File: src/include/area_prot_pkg.sv
// Package: register map, attribute layout and access types of the area protection unit
`default_nettype none
package area_prot_pkg;
    localparam int NUM_AREAS = 4;
    localparam int AW        = 32;

    // Register byte offsets
    localparam logic [7:0] OFF_CTRL   = 8'h00;
    localparam logic [7:0] OFF_STATUS = 8'h04;
    localparam logic [7:0] OFF_MASK   = 8'h08;
    localparam logic [7:0] OFF_VADDR  = 8'h0C;
    localparam logic [7:0] OFF_VINFO  = 8'h10;
    localparam logic [7:0] OFF_AREA0  = 8'h20;
    localparam int         AREA_STEP  = 16;

    // Word offsets inside one area block
    localparam logic [3:0] AREA_BASE  = 4'h0;
    localparam logic [3:0] AREA_LIMIT = 4'h4;
    localparam logic [3:0] AREA_ATTR  = 4'h8;

    // Attribute bit positions
    localparam int ATTR_UR  = 0;
    localparam int ATTR_UW  = 1;
    localparam int ATTR_UX  = 2;
    localparam int ATTR_PR  = 3;
    localparam int ATTR_PW  = 4;
    localparam int ATTR_PX  = 5;
    localparam int ATTR_XF  = 6;
    localparam int ATTR_EN  = 7;

    // Defaults: area attributes privileged everything, user nothing; areas disabled; default policy grants everything
    localparam logic [7:0]  ATTR_RESET      = 8'h38;
    localparam logic [31:0] BASE_RESET      = 32'h0000_0000;
    localparam logic [31:0] LIMIT_RESET     = 32'hFFFF_FFFF;
    localparam logic [2:0]  DEFAULT_POLICY  = 3'h7;
    localparam logic        CTRL_EN_RESET   = 1'b0;

    // Status bits
    localparam int ST_VIOL = 0;
    localparam int ST_CFG  = 1;

    typedef enum logic [1:0] {OP_READ, OP_WRITE, OP_EXEC, OP_DELETE} op_t;

    typedef struct packed {
        logic          valid;
        logic [AW-1:0] addr;
        op_t           op;
        logic          priv;
    } access_t;

    typedef struct packed {
        logic [31:0] base;
        logic [31:0] limit;
        logic [7:0]  attr;
    } area_t;
endpackage
`default_nettype wire
File: src/design/area_check.sv
// Combinational permission decision for one access against the area table
`default_nettype none
module area_check #(
    parameter int N = 4
) (
    input  wire area_prot_pkg::access_t          acc_i,
    input  wire logic [31:0]                     fetch_addr_i,
    input  wire area_prot_pkg::area_t [N-1:0]    areas_i,
    input  wire logic                            enable_i,
    input  wire logic [2:0]                      dflt_i,
    output logic                                 permit_o
);
    function automatic logic hit(input logic [31:0] a, input area_prot_pkg::area_t ar);
        hit = ar.attr[area_prot_pkg::ATTR_EN] && a >= ar.base && a <= ar.limit;
    endfunction

    function automatic logic allow(input logic [7:0] at, input area_prot_pkg::op_t op, input logic p);
        logic r;
        logic w;
        logic x;
        r = p ? at[area_prot_pkg::ATTR_PR] : at[area_prot_pkg::ATTR_UR];
        w = p ? at[area_prot_pkg::ATTR_PW] : at[area_prot_pkg::ATTR_UW];
        x = p ? at[area_prot_pkg::ATTR_PX] : at[area_prot_pkg::ATTR_UX];
        case (op)
            area_prot_pkg::OP_READ:   allow = r;
            area_prot_pkg::OP_WRITE:  allow = w;
            area_prot_pkg::OP_DELETE: allow = w;
            area_prot_pkg::OP_EXEC:   allow = x;
            default:                  allow = 1'b0;
        endcase
    endfunction

    always_comb begin
        logic found;
        logic src_ok;
        found    = 1'b0;
        src_ok   = 1'b1;
        permit_o = 1'b0;
        // Lowest area wins; target decides op, fetch source may restrict data use
        for (int i = N - 1; i >= 0; i--) begin
            if (hit(acc_i.addr, areas_i[i])) begin
                found    = 1'b1;
                permit_o = allow(areas_i[i].attr, acc_i.op, acc_i.priv);
                src_ok   = !areas_i[i].attr[area_prot_pkg::ATTR_XF] ||
                           hit(fetch_addr_i, areas_i[i]) || acc_i.op == area_prot_pkg::OP_EXEC;
            end
        end
        if (!found) begin
            permit_o = allow({2'b00, dflt_i, dflt_i}, acc_i.op, acc_i.priv);
        end
        permit_o = !enable_i || (permit_o && src_ok);
    end
endmodule
`default_nettype wire

File: src/design/area_protection_unit.sv
// Area protection unit: access gate between core and memories, Wishbone control registers
`default_nettype none
// Overview of operation
// - Police read, write, delete and execute to memory; separate privileged and user mode.
// - Decide on fetch source area, target area and operation kind.
// - Evaluate permission before access; denied access never returns data or writes.
// - Hardware checks every access; permitted completes, denied has no memory effect.
// - Attribute changes accepted only from privileged software.
// - Every attribute has a defined default policy.
// - Defaults may be overridden at run time by software with the needed access.
// - Configuration is exposed as control registers of the unit.
module area_protection_unit #(
    parameter int N = area_prot_pkg::NUM_AREAS
) (
    input  wire  logic                   clk_i,
    input  wire  logic                   rst_i,
    // Core side
    input  wire  area_prot_pkg::access_t core_acc_i,
    input  wire  logic [31:0]            core_wdata_i,
    input  wire  logic [31:0]            fetch_addr_i,
    output logic                         core_ack_o,
    output logic                         core_fault_o,
    output logic [31:0]                  core_rdata_o,
    // Memory side
    output area_prot_pkg::access_t       mem_acc_o,
    output logic [31:0]                  mem_wdata_o,
    input  wire  logic                   mem_ack_i,
    input  wire  logic [31:0]            mem_rdata_i,
    // Wishbone slave
    input  wire  logic                   cyc_i,
    input  wire  logic                   stb_i,
    input  wire  logic                   we_i,
    input  wire  logic [7:0]             adr_i,
    input  wire  logic [3:0]             sel_i,
    input  wire  logic [31:0]            dat_i,
    output logic [31:0]                  dat_o,
    output logic                         ack_o,
    input  wire  logic                   bus_priv_i,
    output logic                         irq_o
);
    typedef enum {S_IDLE, S_MEM, S_DONE} st_t;

    area_prot_pkg::area_t [N-1:0] area_reg;
    logic        en_reg;
    logic [2:0]  dflt_reg;
    logic [1:0]  status_reg;
    logic [1:0]  mask_reg;
    logic [31:0] vaddr_reg;
    logic [3:0]  vinfo_reg;
    st_t         st_reg;
    logic        permit;

    // Permission decision for the access now offered by the core
    area_check #(.N(N)) u_check (
        .acc_i        (core_acc_i),
        .fetch_addr_i (fetch_addr_i),
        .areas_i      (area_reg),
        .enable_i     (en_reg),
        .dflt_i       (dflt_reg),
        .permit_o     (permit)
    );

    // Bus access decode
    wire logic bus_req = cyc_i && stb_i && !ack_o;
    wire logic bus_wr  = bus_req && we_i;
    wire logic cfg_ok  = bus_priv_i;
    wire logic cfg_wr  = bus_wr && cfg_ok;
    wire logic cfg_bad = bus_wr && !cfg_ok;
    // Write-one-to-clear mask for the status register
    wire logic [1:0] status_clr = (cfg_wr && adr_i == area_prot_pkg::OFF_STATUS && sel_i[0]) ?
                                  dat_i[1:0] : 2'h0;

    function automatic logic [31:0] merge(input logic [31:0] old, input logic [31:0] nw, input logic [3:0] s);
        for (int b = 0; b < 4; b++) begin
            if (s[b]) begin
                old[8*b +: 8] = nw[8*b +: 8];
            end
        end
        merge = old;
    endfunction

    function automatic int area_idx(input logic [7:0] a);
        area_idx = (int'(a) - int'(area_prot_pkg::OFF_AREA0)) / area_prot_pkg::AREA_STEP;
    endfunction

    wire logic in_area = adr_i >= area_prot_pkg::OFF_AREA0 &&
                         area_idx(adr_i) < N;
    wire logic [3:0] area_off = adr_i[3:0];

    // Access gate
    wire logic start = st_reg == S_IDLE && core_acc_i.valid;
    wire logic deny  = start && !permit;

    always_ff @(posedge clk_i) begin
        if (rst_i) begin
            st_reg       <= S_IDLE;
            mem_acc_o    <= '0;
            mem_wdata_o  <= 32'h0000_0000;
            core_ack_o   <= 1'b0;
            core_fault_o <= 1'b0;
            core_rdata_o <= 32'h0000_0000;
        end else begin
            core_ack_o   <= 1'b0;
            core_fault_o <= 1'b0;
            case (st_reg)
                S_IDLE: begin
                    if (core_acc_i.valid) begin
                        if (permit) begin
                            mem_acc_o   <= core_acc_i;
                            mem_wdata_o <= core_wdata_i;
                            st_reg      <= S_MEM;
                        end else begin
                            core_ack_o   <= 1'b1;
                            core_fault_o <= 1'b1;
                            core_rdata_o <= 32'h0000_0000;
                            st_reg       <= S_DONE;
                        end
                    end
                end
                S_MEM: begin
                    if (mem_ack_i) begin
                        mem_acc_o    <= '0;
                        core_ack_o   <= 1'b1;
                        core_rdata_o <= mem_rdata_i;
                        st_reg       <= S_DONE;
                    end
                end
                S_DONE: begin
                    st_reg <= S_IDLE;
                end
                default: st_reg <= S_IDLE;
            endcase
        end
    end

    // Violation capture
    always_ff @(posedge clk_i) begin
        if (rst_i) begin
            vaddr_reg <= 32'h0000_0000;
            vinfo_reg <= 4'h0;
        end else if (deny) begin
            vaddr_reg <= core_acc_i.addr;
            vinfo_reg <= {core_acc_i.priv, 1'b0, core_acc_i.op};
        end
    end

    // Configuration registers, privileged writes only
    always_ff @(posedge clk_i) begin
        if (rst_i) begin
            en_reg   <= area_prot_pkg::CTRL_EN_RESET;
            dflt_reg <= area_prot_pkg::DEFAULT_POLICY;
            mask_reg <= 2'h0;
            for (int i = 0; i < N; i++) begin
                area_reg[i].base  <= area_prot_pkg::BASE_RESET;
                area_reg[i].limit <= area_prot_pkg::LIMIT_RESET;
                area_reg[i].attr  <= area_prot_pkg::ATTR_RESET;
            end
        end else if (cfg_wr) begin
            if (adr_i == area_prot_pkg::OFF_CTRL) begin
                en_reg   <= sel_i[0] ? dat_i[0] : en_reg;
                dflt_reg <= sel_i[0] ? dat_i[3:1] : dflt_reg;
            end
            if (adr_i == area_prot_pkg::OFF_MASK && sel_i[0]) begin
                mask_reg <= dat_i[1:0];
            end
            if (in_area) begin
                case (area_off)
                    area_prot_pkg::AREA_BASE:
                        area_reg[area_idx(adr_i)].base <= merge(area_reg[area_idx(adr_i)].base, dat_i, sel_i);
                    area_prot_pkg::AREA_LIMIT:
                        area_reg[area_idx(adr_i)].limit <= merge(area_reg[area_idx(adr_i)].limit, dat_i, sel_i);
                    area_prot_pkg::AREA_ATTR:
                        if (sel_i[0]) begin
                            area_reg[area_idx(adr_i)].attr <= dat_i[7:0];
                        end
                    default: ;
                endcase
            end
        end
    end

    // Sticky status, write one to clear; a new event wins over the clear
    always_ff @(posedge clk_i) begin
        if (rst_i) begin
            status_reg <= 2'h0;
        end else begin
            status_reg <= (status_reg & ~status_clr) | {cfg_bad, deny};
        end
    end

    always_ff @(posedge clk_i) begin
        if (rst_i) begin
            irq_o <= 1'b0;
        end else begin
            irq_o <= |(status_reg & mask_reg);
        end
    end

    // Wishbone answer, one cycle after the request
    always_ff @(posedge clk_i) begin
        if (rst_i) begin
            ack_o <= 1'b0;
            dat_o <= 32'h0000_0000;
        end else begin
            ack_o <= bus_req;
            dat_o <= 32'h0000_0000;
            if (bus_req && !we_i) begin
                case (adr_i)
                    area_prot_pkg::OFF_CTRL:   dat_o <= {28'h0, dflt_reg, en_reg};
                    area_prot_pkg::OFF_STATUS: dat_o <= {30'h0, status_reg};
                    area_prot_pkg::OFF_MASK:   dat_o <= {30'h0, mask_reg};
                    area_prot_pkg::OFF_VADDR:  dat_o <= vaddr_reg;
                    area_prot_pkg::OFF_VINFO:  dat_o <= {28'h0, vinfo_reg};
                    default: begin
                        if (in_area) begin
                            case (area_off)
                                area_prot_pkg::AREA_BASE:  dat_o <= area_reg[area_idx(adr_i)].base;
                                area_prot_pkg::AREA_LIMIT: dat_o <= area_reg[area_idx(adr_i)].limit;
                                area_prot_pkg::AREA_ATTR:  dat_o <= {24'h0, area_reg[area_idx(adr_i)].attr};
                                default:                   dat_o <= 32'h0000_0000;
                            endcase
                        end
                    end
                endcase
            end
        end
    end
endmodule
`default_nettype wire

File: config.mk
export PLATFORM = sky130hd
export DESIGN_NAME = area_protection_unit
export DESIGN_NICKNAME = d
export VERILOG_FILES = /design/src/include/area_prot_pkg.sv /design/src/design/area_check.sv /design/src/design/area_protection_unit.sv
export SDC_FILE = /design/constraint.sdc
export NUM_CORES = 2
export LEC_CHECK = 0
export ABC_AREA = 1
export BUFFER_PORTS_ARGS = -buffer_cell sky130_fd_sc_hd__buf_2
export CORE_ASPECT_RATIO = 0.6
export CORE_UTILIZATION = 60
export DETAILED_ROUTE_END_ITERATION = 10
export HOLD_SLACK_MARGIN = 0.12
export PLACE_DENSITY = 0.91
export SLEW_MARGIN = 20
export SYNTH_ARGS = -nofsm -noshare
export SYNTH_HDL_FRONTEND = slang
export SYNTH_HIERARCHICAL = 1
export SYNTH_SLANG_ARGS = --single-unit
File: constraint.sdc
create_clock -name clk_i -period 4.8 [get_ports clk_i]
set_input_delay 0.96 -clock clk_i [delete_from_list [all_inputs] [get_ports clk_i]]
set_output_delay 0.96 -clock clk_i [all_outputs]
set_load 0.1 [all_outputs]
# == After elaboration in Yosys (flattened, before gate mapping) ==
# Index checks and enable logic that the tools add are counted.
# word_totals
register_bits,499
input_bits,183
out_inout_bits,136
word_cells,245
# classes
add_sub_neg,2
order_cmp,20
eq_ne,15
n_mux,104
bitwise_logic,7
n_reduce_logical,67
# op_table
operator,count
bitwise mux 288 bit,3
case mux 288 bit (3 select lines),1
demux 72 bit (select 2 bit),3
2-to-1 mux 8 bit,41
2-to-1 mux 288 bit,1
greater-or-equal comparator 32 bit,8
less-or-equal comparator 32 bit,8
2-to-1 mux 72 bit,3
2-to-1 mux 32 bit,6
case mux 32 bit (5 select lines),1
binary-select mux 72 bit (select 2 bit),1
case mux 32 bit (2 select lines),2
2-to-1 mux 36 bit,3
case mux 32 bit (3 select lines),1
case mux 36 bit (2 select lines),1
logical NOT 32 bit,2
less-than comparator 32 x 4 -> 1 bit (second input constant),2
2-to-1 mux 40 bit,1
adder 32 x 1 -> 32 bit,1
== test 32 x 1 -> 1 bit (second input constant),1
greater-or-equal comparator 32 x 1 -> 1 bit (second input constant),1
logical AND 1 bit,30
2-to-1 mux 1 bit,28
== test 8 x 4 -> 1 bit (second input constant),2
other kinds (29),64

# == Logic depth before layout (Yosys ltp) ==
# logic_depth
word_depth,14
depth_mapped,31

# == By module ==
# Netlist, hierarchy kept.
# by_module_without_submodules
mod,instances,cells_per_inst,area_per_inst_um2,seq_area_each_um2
area_protection_unit,1,3291,21536.9,9389.0
area_check,1,1965,12772.2,0.0

# == Least setup slack after synthesis ==
# OpenSTA, ideal clock, no wires.
# synth_path
kind,input -> register
startpoint,input adr_i[3]
endpoint,register (tool-made name)
setup_ps,113
arrival_time_ps,3851
setup_slack_ps,836
stages,21
path_cell_list,inv_1 > nand3_2 > inv_1 > clkbuf_1 > nor2_1 > ha_1 > ha_1 > nand3_1 > or2_2 > ha_1 > nand3_1 > nor2_2 > nand3_2 > nand2_2 > nand3_4 > nor2_8 > nand2_2 > buf_6 > buf_2 > nor2_1 > nor2_1
# synth_lines
element,line,text
"start, declared",area_protection_unit.sv:33,"input wire logic [7:0] adr_i,"

# == Worst setup path in the final report ==
# layout_path
startpoint,input core_acc_i[3] in the netlist's numbering
endpoint,register mem_acc_o[20] in the netlist's numbering
# layout_via
elab_chain_len,12
elab_cells_between_ends,33
cone_classes,order compare: 8; eq/ne: 1; mux: 13; reduce/logical: 11
# layout_lines
element,line,text
"start, declared",area_protection_unit.sv:18,"input wire area_prot_pkg::access_t core_acc_i,"
greater-or-equal comparator 32 bit,area_check.sv:14,hit = ar.attr[area_prot_pkg::ATTR_EN] && a >= ar.base && a <= ar.limit;
logical AND 1 bit (2 in series),area_check.sv:14,
2-to-1 mux 1 bit (4 in series),area_check.sv:41,"if (hit(acc_i.addr, areas_i[i])) begin"
2-to-1 mux 1 bit,area_check.sv:48,if (!found) begin
logical AND 1 bit (*),area_check.sv:51,permit_o = !enable_i || (permit_o && src_ok);
logical OR 1 bit (*),area_check.sv:51,
via permit,area_protection_unit.sv:51,logic permit;
inequality test 2 bit (no source line) (*),-,
AND reduction 4 bit (no source line) (*),-,
"end signal, assigned",area_protection_unit.sv:109,mem_acc_o <= core_acc_i;
"end, declared",area_protection_unit.sv:25,"output area_prot_pkg::access_t mem_acc_o,"
# Mark *: on every way through the listed nets, which the timed path passes. The rest lies on a longest branch.
# A chain may end at the register's enable or synchronous reset.

==> summary.md <==
| Metric | Value |
|---|---|
| Status | finished with violations |
| Violations in the final reports | design-rule violations |
| Kind of critical path | in2reg |
| Most frequent cell on the critical path | nand2_1 |
| Clock Skews | 36.1 ps |
| Placed insts | 6219 |
| GRT Resource Usage Total | 0.450 |
| Switching power summed over all nets | 3.76 mW |
| Final max-slew violation count | 0 |
| Starting density of the core | 0.611 |
| Total I/O pin count | 319 |
| Fraction of registers with async set or reset after synthesis | 0 |
| Worst hold path endpoint | core_rdata_o[18] |
| Sequential share of power | 0.376 |
| Actual transition at the worst max-transition pin | 1090 ps |
| Area enclosed by the die boundary | 58200 µm² |
| Post-detail-place hpwl | 102 mm |
| Via density per instance | 6.05 |
| Endpoint of the lowest-slack register-to-register path | mem_acc_o[20] |
| Time the worst path needs with I/O delays and setup | 4190 ps |
| Most used standard cell by instance count after synthesis | nand2_1 |
| Count of TritonRoute iterations in the first routing pass | 11 |
| Total congestion overflow after global routing | 0 |
| Power Dens Cells | 277 nW/µm² |
| Start point of the worst min-delay path | core_rdata_o[18] |
| Switching portion of total power | 0.351 |
| Most frequent cells after synthesis | 1641 x nand2_1, 574 x inv_1, 558 x nor2_1 |
| Worst reg2reg setup slack | 840 ps |
| Synth-to-Final Area Change | 12.7% |
| Number of port buffers | 318 |
| Number of distinct library cell variants in the gate-level netlist after synthesis | 50 |
| Largest stage delay on the critical path | 620 ps |
| Post-detailed-route count of antenna-violating nets | 0 |
| Critical Path Fanout Max | 34 |
| Slew margin rel. | 0.270 |
| Post_cts resized | 0 |
| Fmax | 239 MHz |
| Final setup violation count | 0 |
| Synth area leaders | dfxtp_1 27%, ha_1 19%, nand2_1 18% |
| DRC viols | 4 |
| Vertical die dimension | 187 µm |
| Average cell area after synthesis | 6.53 µm² |
| Via count of the first global-routing pass | 34000 |
| Library cell used as clock root buffer | clkbuf_16 |
| Power Internal | 6.96 mW |
| Hold Vio Cnt, Final | 0 |
| Dominant cell type by area after synthesis | dfxtp_1 |
| CTS max path bufs | 3 |
| Portion of total power attributed to combinational logic | 0.229 |
| MaxCap Viol Count | 0 |
| Post-synth top area share | 0.274 |
| Routed met2 length | 51.7 mm |
| Post-synthesis sequential element count | 469 |
| Top routing layer used | met5 |
| Required @ worst endpoint | 5330 ps |
| Period Utilization, post-route | 0.872 |
| First-pass GRT wire length | 202 mm |
| Post-synthesis instance area | 34300 µm² |
| Syn_nets | 5962 |
| Post-CTS Setup Repair Bufs | 0 |
| Setup crit end kind | flop |
| Net count reported at finish | 6215 |
| Antenna violations before repair | 4 |
| TritonCTS clock tree | yes |
| Total wire length | 137 mm |
| Fraction of layout cells with a size suffix above 1 | 0.103 |
| Number of clock buffers inserted by TritonCTS | 47 |
| Detailed-route via count | 38200 |
| Count of synthesis-stage warnings from yosys | 6 |
| Cell count of the worst reg-to-reg path | 23 |
| Number of DRC markers in iteration 0 | 6010 |
| Number of synthesized flops with an enable pin | 0 |
| Last weighted congestion value of the routability-driven placer | 1.09 |
| Sequential fraction of the synthesis area | 0.274 |
| Level count of the clock H-tree | 2 |
| Cell at the slowest stage of the critical path | a21oi_1 |
| Finished Layout Cells | 6312 |
| Sink count of the clock tree | 469 |
| Pleak | 20.4 nW |
| Worst hold path depth | 2 |
| Core region area | 56200 µm² |
| Maximum number of pins on one net before global-route repair | 132 |
| Setup_tns | 0 ps |
| Wirelength per Cell | 21.7 µm |
| Die outline width | 311 µm |
| Total number of placement rows | 67 |
| RSZ-0062 raised after global routing | false |
| Hold buffers post-CTS | 0 |
| Most frequently used flop master after synthesis | dfxtp_1 |
| Worst min-delay path category | reg2reg |
| Max VDD drop | 326 µV |
| CP startpoint kind | primary input |
| Routed met3 length | 24.1 mm |
| Clock edge transition at the registers on the reported setup and hold paths | 70 ps |
| Clock network fraction of design power | 0.395 |
| Worst EP arrival | 4720 ps |
| Insertion delay of the later-clocked pin in the worst-skew pair | 620 ps |
| Detailed-routing wirelength on met1 | 55.3 mm |
| Cell count after synthesis | 5256 |
power groups by stage:
stage | combinational [mW] | sequential, mW | clock (mW)
5_1_grt | 2.57 | 4.04 | 4.38
3_5_place_dp | 2.35 | 4.12 | 0
3_3_place_gp | 2.32 | 4.12 | 0
4_1_cts | 2.36 | 4.04 | 4.21
6_report | 2.46 | 4.04 | 4.23
2_1_floorplan | 0.902 | 4.80 | 0
worst max path at each step:
| stage | startpoint | end | slack (ps) | cells after the start |
|---|---|---|---|---|
| 3_5_place_dp | adr_i[5] | flop | 170 | 20 |
| 6_report | core_acc_i[3] | mem_acc_o[20] | 610 | 29 |
| 4_1_cts | adr_i[5] | flop | 760 | 19 |
| 2_1_floorplan | adr_i[3] | flop | 840 | 21 |
| 5_1_grt | adr_i[5] | flop | 400 | 20 |
| 3_3_place_gp | core_acc_i[34] | mem_acc_o[18] | 310 | 23 |
worst max-delay path: cells and delay by family:
kind / cells / cell delay [ps]
compound gates: 2 / 760
fa+ha+maj: 1 / 300
buf+inv: 5 / 760
simple gates: 21 / 1910
cell type report:
type / instances / area [µm²]
Inverter: 586 / 2210
Antenna cell: 7 / 17.5
Tap cell: 759 / 950
Clock inverter: 26 / 379
Multi-Input combinational cell: 3989 / 21900
Sequential cell: 469 / 9390
Clock buffer: 60 / 1350
Timing Repair Buffer: 416 / 2500
Fill cell: 4979 / 17500
layout by cell type (no fill, tap or decap), types with 23 or more instances in the layout:
master / n
nand2_1: 1638
inv_1: 571
nor2_1: 556
ha_1: 522
dfxtp_1: 469
a21oi_1: 461
buf_2: 317
nand3_1: 306
o21ai_0: 192
buf_4: 85
nand4_1: 80
clkbuf_16: 48
o221ai_1: 31
o21a_1: 26
nor3_1: 23
layer usage:
metal | track usage | vias up
li1 | - | 17600
met1 | 0.634 | 17100
met2 | 0.607 | 3038
met3 | 0.181 | 457
met4 | 0.159 | 4
met5 | 0.0195 | -
kinds of logic after synthesis:
group,synth area share
AO/OA/AOI/OAI,0.126
adder cells (fa/ha/maj),0.191
buffers and inverters,0.0905
flip-flops,0.274
multiplexers,0.000292
AND/OR/NAND/NOR,0.319
stage by stage:
step                      cell area [µm²]   util  total power [mW]  hold slack [ps]  worst slack [ps]
after floorplan                     34300      -              5.71              446               836
after global placement              36900  0.657              6.43              444               310
after detailed placement            36900  0.657              6.47              449               169
after CTS                           38600  0.688              10.6              460               761
after global routing                38600  0.688              11.0              475               398
final                               38700  0.688              10.7              460               612
Power figures use the tool's default switching activity.
